File: src/idc_pkg.sv
// shared constants, types and state layout of the op decode/execute slice
package idc_pkg;

  // ****************************************************************
  // widths and phases
  // ****************************************************************
  localparam int unsigned IDC_DATA_W   = 8;
  localparam int unsigned IDC_ADDR_W   = 12;
  localparam int unsigned IDC_INSTR_W  = 16;
  localparam int unsigned IDC_ADR_W    = 8;
  localparam int unsigned IDC_FSR_N    = 3;
  localparam logic [1:0]  IDC_Q_FIRST  = 2'h0;
  localparam logic [1:0]  IDC_Q_LAST   = 2'h3;

  // ****************************************************************
  // register map (byte offsets) and fields
  // ****************************************************************
  localparam logic [7:0] IDC_REG_CTRL   = 8'h00;
  localparam logic [7:0] IDC_REG_WORK   = 8'h04;
  localparam logic [7:0] IDC_REG_BANK   = 8'h08;
  localparam logic [7:0] IDC_REG_STAT   = 8'h0C;
  localparam logic [7:0] IDC_REG_PTR0   = 8'h10;
  localparam logic [7:0] IDC_REG_PTR1   = 8'h14;
  localparam logic [7:0] IDC_REG_PTR2   = 8'h18;
  localparam int unsigned IDC_CTRL_EXT_BIT = 0;
  localparam int unsigned IDC_STAT_Z_BIT   = 0;
  localparam int unsigned IDC_STAT_N_BIT   = 1;

  // ****************************************************************
  // reset values
  // ****************************************************************
  localparam logic [7:0]  IDC_W_RST    = 8'h00;
  localparam logic [7:0]  IDC_BSR_RST  = 8'h00;
  localparam logic [11:0] IDC_FSR_RST  = 12'h000;
  localparam logic        IDC_CTRL_RST = 1'b0;
  localparam logic        IDC_FLAG_RST = 1'b0;

  // ****************************************************************
  // instruction encodings
  // ****************************************************************
  localparam int unsigned IDC_D_BIT = 9;
  localparam int unsigned IDC_A_BIT = 8;
  localparam logic [5:0] IDC_OPC_INCSKIP = 6'h12;
  localparam logic [5:0] IDC_OPC_ORFILE  = 6'h04;
  localparam logic [5:0] IDC_OPC_FMOVE   = 6'h14;
  localparam logic [6:0] IDC_OPC_WFILE   = 7'h37;
  localparam logic [7:0] IDC_OPC_ORLIT   = 8'h09;
  localparam logic [7:0] IDC_OPC_BANKLD  = 8'h01;
  localparam logic [7:0] IDC_OPC_LITW    = 8'h0E;
  localparam logic [9:0] IDC_OPC_PTRLOAD = 10'h3B8;
  localparam logic [3:0] IDC_OPC_F2F     = 4'hC;

  // ****************************************************************
  // addressing
  // ****************************************************************
  localparam logic [7:0] IDC_INDEX_MAX     = 8'h5F;
  localparam logic [7:0] IDC_ACCESS_SPLIT  = 8'h80;
  localparam logic [3:0] IDC_ACCESS_LO     = 4'h0;
  localparam logic [3:0] IDC_ACCESS_HI     = 4'hF;
  localparam logic [3:0] IDC_BANK_HI_ZERO  = 4'h0;

  // ****************************************************************
  // types
  // ****************************************************************
  typedef enum logic [3:0] {
    op_nop,
    increment_skip_nonzero_op,
    or_literal_op,
    or_file_op,
    pointer_load_op,
    file_move_op,
    file_to_file_move_op,
    bank_literal_load_op,
    literal_to_working_op,
    working_to_file_op
  } idc_op_e;

  typedef enum logic [2:0] {
    ST_IDLE,
    ST_EXEC,
    ST_WORD2,
    ST_SECOND,
    ST_SKIP
  } idc_fsm_e;

  typedef struct packed {
    logic [11:0] addr;
    logic        rd;
    logic        wr;
    logic [7:0]  wdata;
  } idc_dmem_s;

  typedef struct packed {
    idc_fsm_e         state;
    logic [1:0]       q;
    idc_op_e          op;
    logic [15:0]      instr;
    logic [11:0]      word2;
    logic [7:0]       hold;
    logic [7:0]       res;
    logic             res_n;
    logic             res_z;
    logic [1:0]       skip_cnt;
    logic [7:0]       w;
    logic [7:0]       bank_select_register;
    logic [2:0][11:0] file_select_pointer;
    logic             flag_n;
    logic             flag_z;
    logic             ext_en;
    idc_dmem_s        dmem;
    logic             flush;
    logic             ack;
    logic [31:0]      dat;
  } idc_state_s;

  localparam idc_state_s IDC_STATE_RST = '{
    state:    ST_IDLE,
    q:        IDC_Q_FIRST,
    op:       op_nop,
    instr:    16'h0000,
    word2:    12'h000,
    hold:     8'h00,
    res:      8'h00,
    res_n:    1'b0,
    res_z:    1'b0,
    skip_cnt: 2'h0,
    w:        IDC_W_RST,
    bank_select_register:      IDC_BSR_RST,
    file_select_pointer:      {IDC_FSR_RST, IDC_FSR_RST, IDC_FSR_RST},
    flag_n:   IDC_FLAG_RST,
    flag_z:   IDC_FLAG_RST,
    ext_en:   IDC_CTRL_RST,
    dmem:     '{addr: 12'h000, rd: 1'b0, wr: 1'b0, wdata: 8'h00},
    flush:    1'b0,
    ack:      1'b0,
    dat:      32'h0000_0000
  };

endpackage

File: src/idc_core.sv
// decode/execute core for the increment-skip, or and move op slice
//
// Contract
// - increment-skip adds one to file, result to W (d=0) or file; no flags.
// - nonzero increment result discards prefetched instruction, runs a nop cycle.
// - increment-skip takes one, two, or three cycles when skipping two words.
// - a=0 picks the fixed access bank; a=1 uses bank select register.
// - a=0, extended set on, f up to 5Fh uses indexed literal offset.
// - or-with-literal ors W with literal into W, sets N and Z only.
// - or-with-file ors W with file, routes by d, sets N and Z.
// - pointer load is two words, 12-bit literal into pointer picked by 2 bits.
// - pointer load writes high part in first cycle, low byte in second.
// - file move copies file to W (d=0) or rewrites in place; N, Z.
// - single-word file operand is an 8-bit address inside the current bank.
// - file-to-file move reads source in cycle one, writes dest in cycle two.
// - bank literal load writes bank select; its upper four bits read zero.
//
// The Wishbone register port and the address map were chosen for this implementation.
`timescale 1ns/1ps
module idc_core
  import idc_pkg::*;
#(
  parameter logic [7:0] ACCESS_SPLIT = IDC_ACCESS_SPLIT
)(
  input  wire logic        REF_CLK_I,
  input  wire logic        RST_I,
  input  wire logic        CE_I,
  input  wire logic        CYC_I,
  input  wire logic        STB_I,
  input  wire logic        WE_I,
  input  wire logic [7:0]  ADR_I,
  input  wire logic [3:0]  SEL_I,
  input  wire logic [31:0] DAT_I,
  output logic      [31:0] DAT_O,
  output logic             ACK_O,
  input  wire logic [15:0] INSTR_I,
  input  wire logic        INSTR_VALID_I,
  input  wire logic        NEXT_TWO_WORD_I,
  output logic             INSTR_READY_O,
  output logic             FLUSH_O,
  output idc_dmem_s        DMEM_REQ_O,
  input  wire logic [7:0]  DMEM_RDATA_I
);

  // ****************************************************************
  // helpers
  // ****************************************************************

  // map an 8-bit operand field onto the 12-bit data space
  // banked beats indexed, indexed beats the access split;
  // the indexed sum wraps at the top of the data space
  // instead of faulting, which keeps the adder narrow
  function automatic logic [11:0] resolve(
    input logic        a,
    input logic [7:0]  f,
    input logic [7:0]  bank_select_register,
    input logic [11:0] base,
    input logic        ext
  );
    logic [11:0] addr;
    addr = {IDC_ACCESS_LO, f};
    if (a) begin
      addr = {bank_select_register[3:0], f};
    end else if (ext && (f <= IDC_INDEX_MAX)) begin
      addr = 12'(base + {4'h0, f});
    end else if (f >= ACCESS_SPLIT) begin
      addr = {IDC_ACCESS_HI, f};
    end
    return addr;
  endfunction

  // opcode field decode of the first instruction word
  // the patterns never overlap, so the order is free;
  // a word that matches none runs as a one-cycle nop
  function automatic idc_op_e decode(input logic [15:0] i);
    idc_op_e op;
    op = op_nop;
    if (i[15:10] == IDC_OPC_INCSKIP) begin
      op = increment_skip_nonzero_op;
    end else if (i[15:10] == IDC_OPC_ORFILE) begin
      op = or_file_op;
    end else if (i[15:10] == IDC_OPC_FMOVE) begin
      op = file_move_op;
    end else if (i[15:9] == IDC_OPC_WFILE) begin
      op = working_to_file_op;
    end else if (i[15:8] == IDC_OPC_ORLIT) begin
      op = or_literal_op;
    end else if (i[15:8] == IDC_OPC_BANKLD) begin
      op = bank_literal_load_op;
    end else if (i[15:8] == IDC_OPC_LITW) begin
      op = literal_to_working_op;
    end else if (i[15:6] == IDC_OPC_PTRLOAD) begin
      op = pointer_load_op;
    end else if (i[15:12] == IDC_OPC_F2F) begin
      op = file_to_file_move_op;
    end
    return op;
  endfunction

  // ops whose operand comes from data memory in the second phase
  // the working store needs no read, so its bus stays quiet
  function automatic logic reads_file(input idc_op_e op);
    return (op == increment_skip_nonzero_op) || (op == or_file_op) ||
           (op == file_move_op) || (op == file_to_file_move_op);
  endfunction

  // ****************************************************************
  // state and arithmetic
  // ****************************************************************
  // one struct holds every flop so reset and enable act alike
  idc_state_s s;
  idc_state_s next_s;
  logic [7:0] alu_res;
  logic       alu_n;
  logic       alu_z;
  logic       to_file;
  logic       bus_req;

  // the operand is only valid during the process phase
  idc_alu u_alu (
    .w_i    (s.w),
    .file_i (DMEM_RDATA_I),
    .lit_i  (s.instr[7:0]),
    .op_i   (s.op),
    .res_o  (alu_res),
    .neg_o  (alu_n),
    .zero_o (alu_z)
  );

  // destination bit of the word being executed
  assign to_file = s.instr[IDC_D_BIT];
  assign bus_req = CYC_I && STB_I;

  // ****************************************************************
  // next state
  // ****************************************************************
  // each instruction cycle is four clocks: decode, read, process, write
  always_comb begin
    next_s       = s;
    next_s.flush = 1'b0;
    next_s.ack   = 1'b0;

    // bus slave: answer one clock after the request, drop ack next clock
    // ack always falls for a clock after a transfer; a master that
    // keeps its strobe up past that clock starts a new access
    if (bus_req && !s.ack) begin
      next_s.ack = 1'b1;
      case (ADR_I)
        IDC_REG_CTRL: next_s.dat = 32'(s.ext_en);
        IDC_REG_WORK: next_s.dat = 32'(s.w);
        IDC_REG_BANK: next_s.dat = 32'(s.bank_select_register);
        IDC_REG_STAT: next_s.dat = 32'({s.flag_n, s.flag_z});
        IDC_REG_PTR0: next_s.dat = 32'(s.file_select_pointer[0]);
        IDC_REG_PTR1: next_s.dat = 32'(s.file_select_pointer[1]);
        IDC_REG_PTR2: next_s.dat = 32'(s.file_select_pointer[2]);
        default:      next_s.dat = 32'h0000_0000;
      endcase
    end
    // a write lands on the edge where the master sees ack
    // only the control bit is writable; the rest is status
    if (bus_req && WE_I && s.ack && SEL_I[0] &&
        (ADR_I == IDC_REG_CTRL)) begin
      next_s.ext_en = DAT_I[IDC_CTRL_EXT_BIT];
    end

    case (s.state)
      ST_IDLE: begin
        if (INSTR_VALID_I) begin
          // decode at the take edge so the read starts next clock
          next_s.instr   = INSTR_I;
          next_s.op      = decode(INSTR_I);
          next_s.state   = ST_EXEC;
          next_s.q       = 2'h1;
          next_s.dmem.rd = reads_file(decode(INSTR_I));
          next_s.dmem.addr = resolve(INSTR_I[IDC_A_BIT], INSTR_I[7:0],
                                     s.bank_select_register, s.file_select_pointer[2], s.ext_en);
          if (decode(INSTR_I) == file_to_file_move_op) begin
            next_s.dmem.addr = INSTR_I[11:0];
          end
        end
      end

      ST_EXEC: begin
        next_s.q = 2'(s.q + 2'h1);
        case (s.q)
          // the read strobe lasts exactly one clock
          2'h1: next_s.dmem.rd = 1'b0;
          2'h2: begin
            // memory data is only valid now; stale in other phases
            next_s.res   = alu_res;
            next_s.res_n = alu_n;
            next_s.res_z = alu_z;
            case (s.op)
              increment_skip_nonzero_op, or_file_op, file_move_op: begin
                next_s.dmem.wr    = to_file;
                next_s.dmem.wdata = alu_res;
              end
              working_to_file_op: begin
                next_s.dmem.wr    = 1'b1;
                next_s.dmem.wdata = s.w;
              end
              file_to_file_move_op: next_s.hold = DMEM_RDATA_I;
              default: next_s.hold = s.hold;
            endcase
          end
          2'h3: begin
            // visible state moves only at the end of the write
            // phase; only a pointer load is seen half done, high part before low byte
            next_s.dmem.wr = 1'b0;
            next_s.q       = IDC_Q_FIRST;
            next_s.state   = ST_IDLE;
            case (s.op)
              increment_skip_nonzero_op, or_file_op, file_move_op: begin
                if (!to_file) begin
                  next_s.w = s.res;
                end
              end
              or_literal_op: next_s.w = s.res;
              literal_to_working_op: next_s.w = s.instr[7:0];
              bank_literal_load_op: next_s.bank_select_register = {IDC_BANK_HI_ZERO,
                                                  s.instr[3:0]};
              pointer_load_op: begin
                // select value three names no pointer and is dropped
                // high part first
                if (s.instr[5:4] != 2'h3) begin
                  next_s.file_select_pointer[s.instr[5:4]][11:8] = s.instr[3:0];
                end
              end
              default: next_s.w = s.w;
            endcase
            if ((s.op == or_literal_op) || (s.op == or_file_op) ||
                (s.op == file_move_op)) begin
              next_s.flag_n = s.res_n;
              next_s.flag_z = s.res_z;
            end
            if ((s.op == pointer_load_op) ||
                (s.op == file_to_file_move_op)) begin
              next_s.state = ST_WORD2;
            end
            if ((s.op == increment_skip_nonzero_op) && !s.res_z) begin
              next_s.state    = ST_SKIP;
              next_s.flush    = 1'b1;
              next_s.skip_cnt = NEXT_TWO_WORD_I ? 2'h2 : 2'h1;
            end
          end
          default: next_s.q = IDC_Q_FIRST;
        endcase
      end

      ST_WORD2: begin
        // stalls until fetch delivers the second word
        // fetch may take any number of clocks; nothing else is
        // accepted meanwhile
        if (INSTR_VALID_I) begin
          next_s.word2 = INSTR_I[11:0];
          next_s.state = ST_SECOND;
          next_s.q     = 2'h1;
          if (s.op == file_to_file_move_op) begin
            next_s.dmem.addr = INSTR_I[11:0];
          end
        end
      end

      ST_SECOND: begin
        // no dummy read here, at most one write
        next_s.q = 2'(s.q + 2'h1);
        if (s.q == 2'h2) begin
          if (s.op == file_to_file_move_op) begin
            next_s.dmem.wr    = 1'b1;
            next_s.dmem.wdata = s.hold;
          end
        end else if (s.q == IDC_Q_LAST) begin
          next_s.dmem.wr = 1'b0;
          next_s.q       = IDC_Q_FIRST;
          next_s.state   = ST_IDLE;
          if ((s.op == pointer_load_op) && (s.instr[5:4] != 2'h3)) begin
            next_s.file_select_pointer[s.instr[5:4]][7:0] = s.word2[7:0];
          end
        end
      end

      ST_SKIP: begin
        // skip_cnt counts instruction cycles, not clocks; fetch
        // holds the next word back until ready rises again
        // whole nop cycles
        next_s.q = 2'(s.q + 2'h1);
        if (s.q == IDC_Q_LAST) begin
          next_s.skip_cnt = 2'(s.skip_cnt - 2'h1);
          if (s.skip_cnt == 2'h1) begin
            next_s.state = ST_IDLE;
          end
        end
      end

      default: begin
        // an illegal state code falls back to idle
        next_s.state = ST_IDLE;
        next_s.q     = IDC_Q_FIRST;
      end
    endcase
  end

  // ****************************************************************
  // registers
  // ****************************************************************
  // clock enable freezes everything, the bus slave included
  // reset is not gated by the enable, so a frozen core resets
  always_ff @(posedge REF_CLK_I) begin
    if (RST_I) begin
      s <= IDC_STATE_RST;
    end else if (CE_I) begin
      s <= next_s;
    end
  end

  // ****************************************************************
  // outputs
  // ****************************************************************
  // ready is combinational so an instruction is taken the same clock
  // ready drops with the enable, so fetch never hands a word
  // to a frozen core and loses it
  assign INSTR_READY_O = CE_I && ((s.state == ST_IDLE) ||
                                  (s.state == ST_WORD2));
  assign FLUSH_O       = s.flush;
  assign DMEM_REQ_O    = s.dmem;
  assign DAT_O         = s.dat;
  assign ACK_O         = s.ack;

endmodule

File: src/idc_alu.sv
// result and flag arithmetic for the byte operations
`timescale 1ns/1ps
module idc_alu
  import idc_pkg::*;
(
  input  wire logic [7:0] w_i,
  input  wire logic [7:0] file_i,
  input  wire logic [7:0] lit_i,
  input  idc_op_e         op_i,
  output logic      [7:0] res_o,
  output logic            neg_o,
  output logic            zero_o
);

  // ****************************************************************
  // datapath
  // ****************************************************************
  // one shared adder/or path; unused ops just pass the literal
  always_comb begin
    case (op_i)
      increment_skip_nonzero_op: res_o = 8'(file_i + 8'h01);
      or_literal_op:             res_o = w_i | lit_i;
      or_file_op:                res_o = w_i | file_i;
      file_move_op:              res_o = file_i;
      default:                   res_o = lit_i;
    endcase
  end

  // flags are computed always; the core decides whether to keep them
  assign neg_o  = res_o[7];
  assign zero_o = (res_o == 8'h00);

endmodule

File: config.mk
export PLATFORM = sky130hd
export DESIGN_NAME = idc_core
export DESIGN_NICKNAME = d
export VERILOG_FILES = /design/src/idc_pkg.sv /design/src/idc_core.sv /design/src/idc_alu.sv
export SDC_FILE = /design/constraint.sdc
export NUM_CORES = 1
export LEC_CHECK = 0
export BUFFER_PORTS_ARGS = -buffer_cell sky130_fd_sc_hd__buf_2
export CORE_UTILIZATION = 45
export DETAILED_ROUTE_END_ITERATION = 10
export GPL_ROUTABILITY_DRIVEN = 0
export PLACE_DENSITY = 0.78
export RECOVER_POWER = 50
export SLEW_MARGIN = 0
export SYNTH_ARGS = -nofsm -noshare
export SYNTH_HDL_FRONTEND = slang
export SYNTH_SLANG_ARGS = --single-unit
File: constraint.sdc
create_clock -name REF_CLK_I -period 2.51 [get_ports REF_CLK_I]
set_input_delay 0.502 -clock REF_CLK_I [delete_from_list [all_inputs] [get_ports REF_CLK_I]]
set_output_delay 0.502 -clock REF_CLK_I [all_outputs]
set_load 0.01 [all_outputs]
==> results.json <==
{
  "status": "complete, no violations",
  "synth-seq-cells": 132,
  "antennaDiodeCount": 0,
  "dp_hpwl_um": 14400,
  "cts-buffers-inserted": 17,
  "max_freq_ghz": 0.445,
  "synth.cell_area_mm2": 0.00752,
  "routed_wl_um": 19500,
  "yosys.area_share.simple_pct": 21.5,
  "clk_pin_slew_ns": 0.06,
  "ys.flop_type": "dfxtp_1",
  "vias": 6728,
  "placed_area_mm2": 0.00788,
  "netSwitchingFraction_pct": 24.4,
  "synthMuxAreaShare_pct": 11.2,
  "critPathLaunchType": "flop",
  "netlist_instances": 916,
  "worst_pin_slew_ns": 0.768,
  "yosysWarnings": 0,
  "antenna_found_initial": 0,
  "cts_sinks": 132,
  "synth-compound-area-share_pct": 18.8,
  "hold_buffers": 0,
  "p_comb_share_pct": 8.6,
  "grt_overflow": 0,
  "syn_to_final_growth_pct": 11.4,
  "root_buffer": "clkbuf_16",
  "grt-busiest-layer": "met2",
  "layout-drive-gt1-share_pct": 13.0,
  "crit_arrival_ns": 2.58,
  "slew_headroom_pct": 48.6,
  "cellPowerDensity_mw_per_mm2": 595,
  "wl_per_cell_um": 16.4,
  "grt_max_degree": 65,
  "grt_pass1_wl_um": 31200,
  "fin_nets": 1050,
  "core_mm2": 0.0161,
  "vias_per_cell": 5.67,
  "synth-edff-count": 0,
  "rsz0062_at_grt": "no",
  "p_total_uw": 4990,
  "setup_viol": 0,
  "track_usage_pct": 22.7,
  "fin_crit_ns": 2.25,
  "ir_worst_vdd_uv": 522,
  "critPathMaxFanout": 4,
  "use_met2_pct": 35.1,
  "utilization_pct": 52.0,
  "ff2ff_setup_slack_ns": 0.26,
  "ios": 133,
  "final.period_utilization_pct": 89.5,
  "final_cells": 1187,
  "stdcell_area_mm2": 0.00838,
  "min_path_type": "primary input to flop",
  "die-area_mm2": 0.0172,
  "drtPass1Iterations": 4,
  "critPathRequiredTime_ns": 2.84,
  "antenna_left": 0,
  "synth.area.top_cells": "dfxtp_1 (35%), mux2i_1 (9.6%), nor2_1 (6.2%), buf_4 (5.4%), a21oi_1 (4.7%)",
  "drc": 0,
  "setup_tns_ns": 0,
  "seqPwrFrac_pct": 43.2,
  "cts_setup_buffers": 0,
  "grt_pass1_vias": 5942,
  "critPathCaptureType": "flop",
  "power.leakage_uw": 0.00329,
  "die_w_um": 131,
  "r2r-start": "s[83]",
  "crit_type": "flop to flop",
  "cts.repair.resized": 0,
  "clockBufferDepth": 2,
  "intPower_uw": 3770,
  "synth_top_area_share_pct": 35.1,
  "synthAdderAreaFrac_pct": 2.73,
  "slew_viol_final": 0,
  "htreeDepth": 4,
  "die_h_um": 131,
  "seq_area_frac_synth_pct": 35.1,
  "rr_worst_depth": 9,
  "holdPathEnd": "s[56]",
  "finalHoldViolations": 0,
  "initial_utilization_pct": 46.7,
  "async_flop_share_pct": 0,
  "hold_depth": 3,
  "place_inst": 1156,
  "grt_util_met3_pct": 4.24,
  "cap_violations": 0,
  "ys_types": 75,
  "r2r-end": "DMEM_REQ_O[18]",
  "switching_power_uw": 1220,
  "cts_tree": "done",
  "fin_worst_skew_ns": 0.00771,
  "met1_usage_pct": 31.5,
  "synth_area_leader_cell": "dfxtp_1",
  "io_buffers": 78,
  "synth_area_per_cell_um2": 8.21,
  "pwr-share-clk_pct": 48.2,
  "layout_commonest_cell": "dfxtp_1",
  "final_cell_mix": "dfxtp_1 (132), nor2_1 (124), nand2_1 (78)",
  "rows": 46,
  "worstHoldStart": "DAT_I[0]",
  "synth_top_family_by_area": "simple AND/OR/NAND/NOR gates",
  "drtIter0Drc": 612,
  "critPathLaunch": "s[83]",
  "synth_xor_area_share_pct": 1.16,
  "insertion_delay_ns": 0.42
}
critical path: stages, from the launching register on:
cell and delay [ns]:
dfxtp_1 0.43, ha_1 0.23, inv_1 0.06, fa_1 0.39, nor2b_1 0.18, o31a_1 0.24
o21ai_0 0.14, xnor2_1 0.15, nand2_1 0.07, a311oi_1 0.27
routing by layer:
layer	routed length, um	share of wire [%]	vias to the layer above
met4	287	1.5	0
li1	-	-	3293
met1	8840	45	3164
met5	0	0	-
met3	1500	7.7	25
met2	8840	45	246
how the worst max path moves through the flow:
stage | endpoint | slack, ns
after floorplan | DMEM_REQ_O[19] | 0.39
after CTS | s[66] | 0.29
final | DMEM_REQ_O[18] | 0.26
after global routing | DMEM_REQ_O[12] | 0.11
after global placement | DMEM_REQ_O[19] | 0.14
after detailed placement | DMEM_REQ_O[19] | 0.09
kinds of logic after synthesis:
family                     Yosys count
AOI/OAI and AO/OA                  217
xor gates and xnor gates            10
adders and majority gates           16
buffers and inverters              126
DFF                                132
muxes                               82
other                                1
and+or+nand+nor                    332
registers in the layout (all words and copies together) (netlist names):
| register | count |
|---|---|
| s | 96 |
| FLUSH_O | 1 |
| DAT_O | 12 |
| ACK_O | 1 |
| DMEM_REQ_O | 22 |
Yosys cell counts, types with 16 or more instances:
| master | count |
|---|---|
| nand3_1 | 23 |
| mux2i_1 | 72 |
| a211oi_1 | 23 |
| clkbuf_1 | 41 |
| nor2b_1 | 16 |
| inv_1 | 19 |
| buf_4 | 54 |
| a21oi_1 | 71 |
| nand2_1 | 78 |
| o21ai_0 | 40 |
| nor2_1 | 124 |
| dfxtp_1 | 132 |
layout make-up:
| cell class | instances | area, um2 |
|---|---|---|
| clock inverters | 9 | 105 |
| multi-input cells | 677 | 4250 |
| inverters | 19 | 71.3 |
| flip-flops and latches | 132 | 2640 |
| fillers | 1538 | 7730 |
| well taps | 216 | 270 |
| clock buffers | 22 | 464 |
| repair buffers | 112 | 579 |
stage by stage:
step	hold slack, ns	setup WS (ns)
after floorplan	0.426	0.387
after global placement	0.437	0.143
after detailed placement	0.440	0.0910
after CTS	0.346	0.291
after global routing	0.352	0.110
final	0.354	0.263
power groups by stage:
stage               registers, uW  logic (uW)  clock network, uW
global placement             2200         425                  0
CTS                          2160         432               2430
global route                 2160         471               2540
finish                       2160         429               2400
floorplan                    2180         319                  0
detailed placement           2200         429                  0
(Power assumes the default switching activity.)
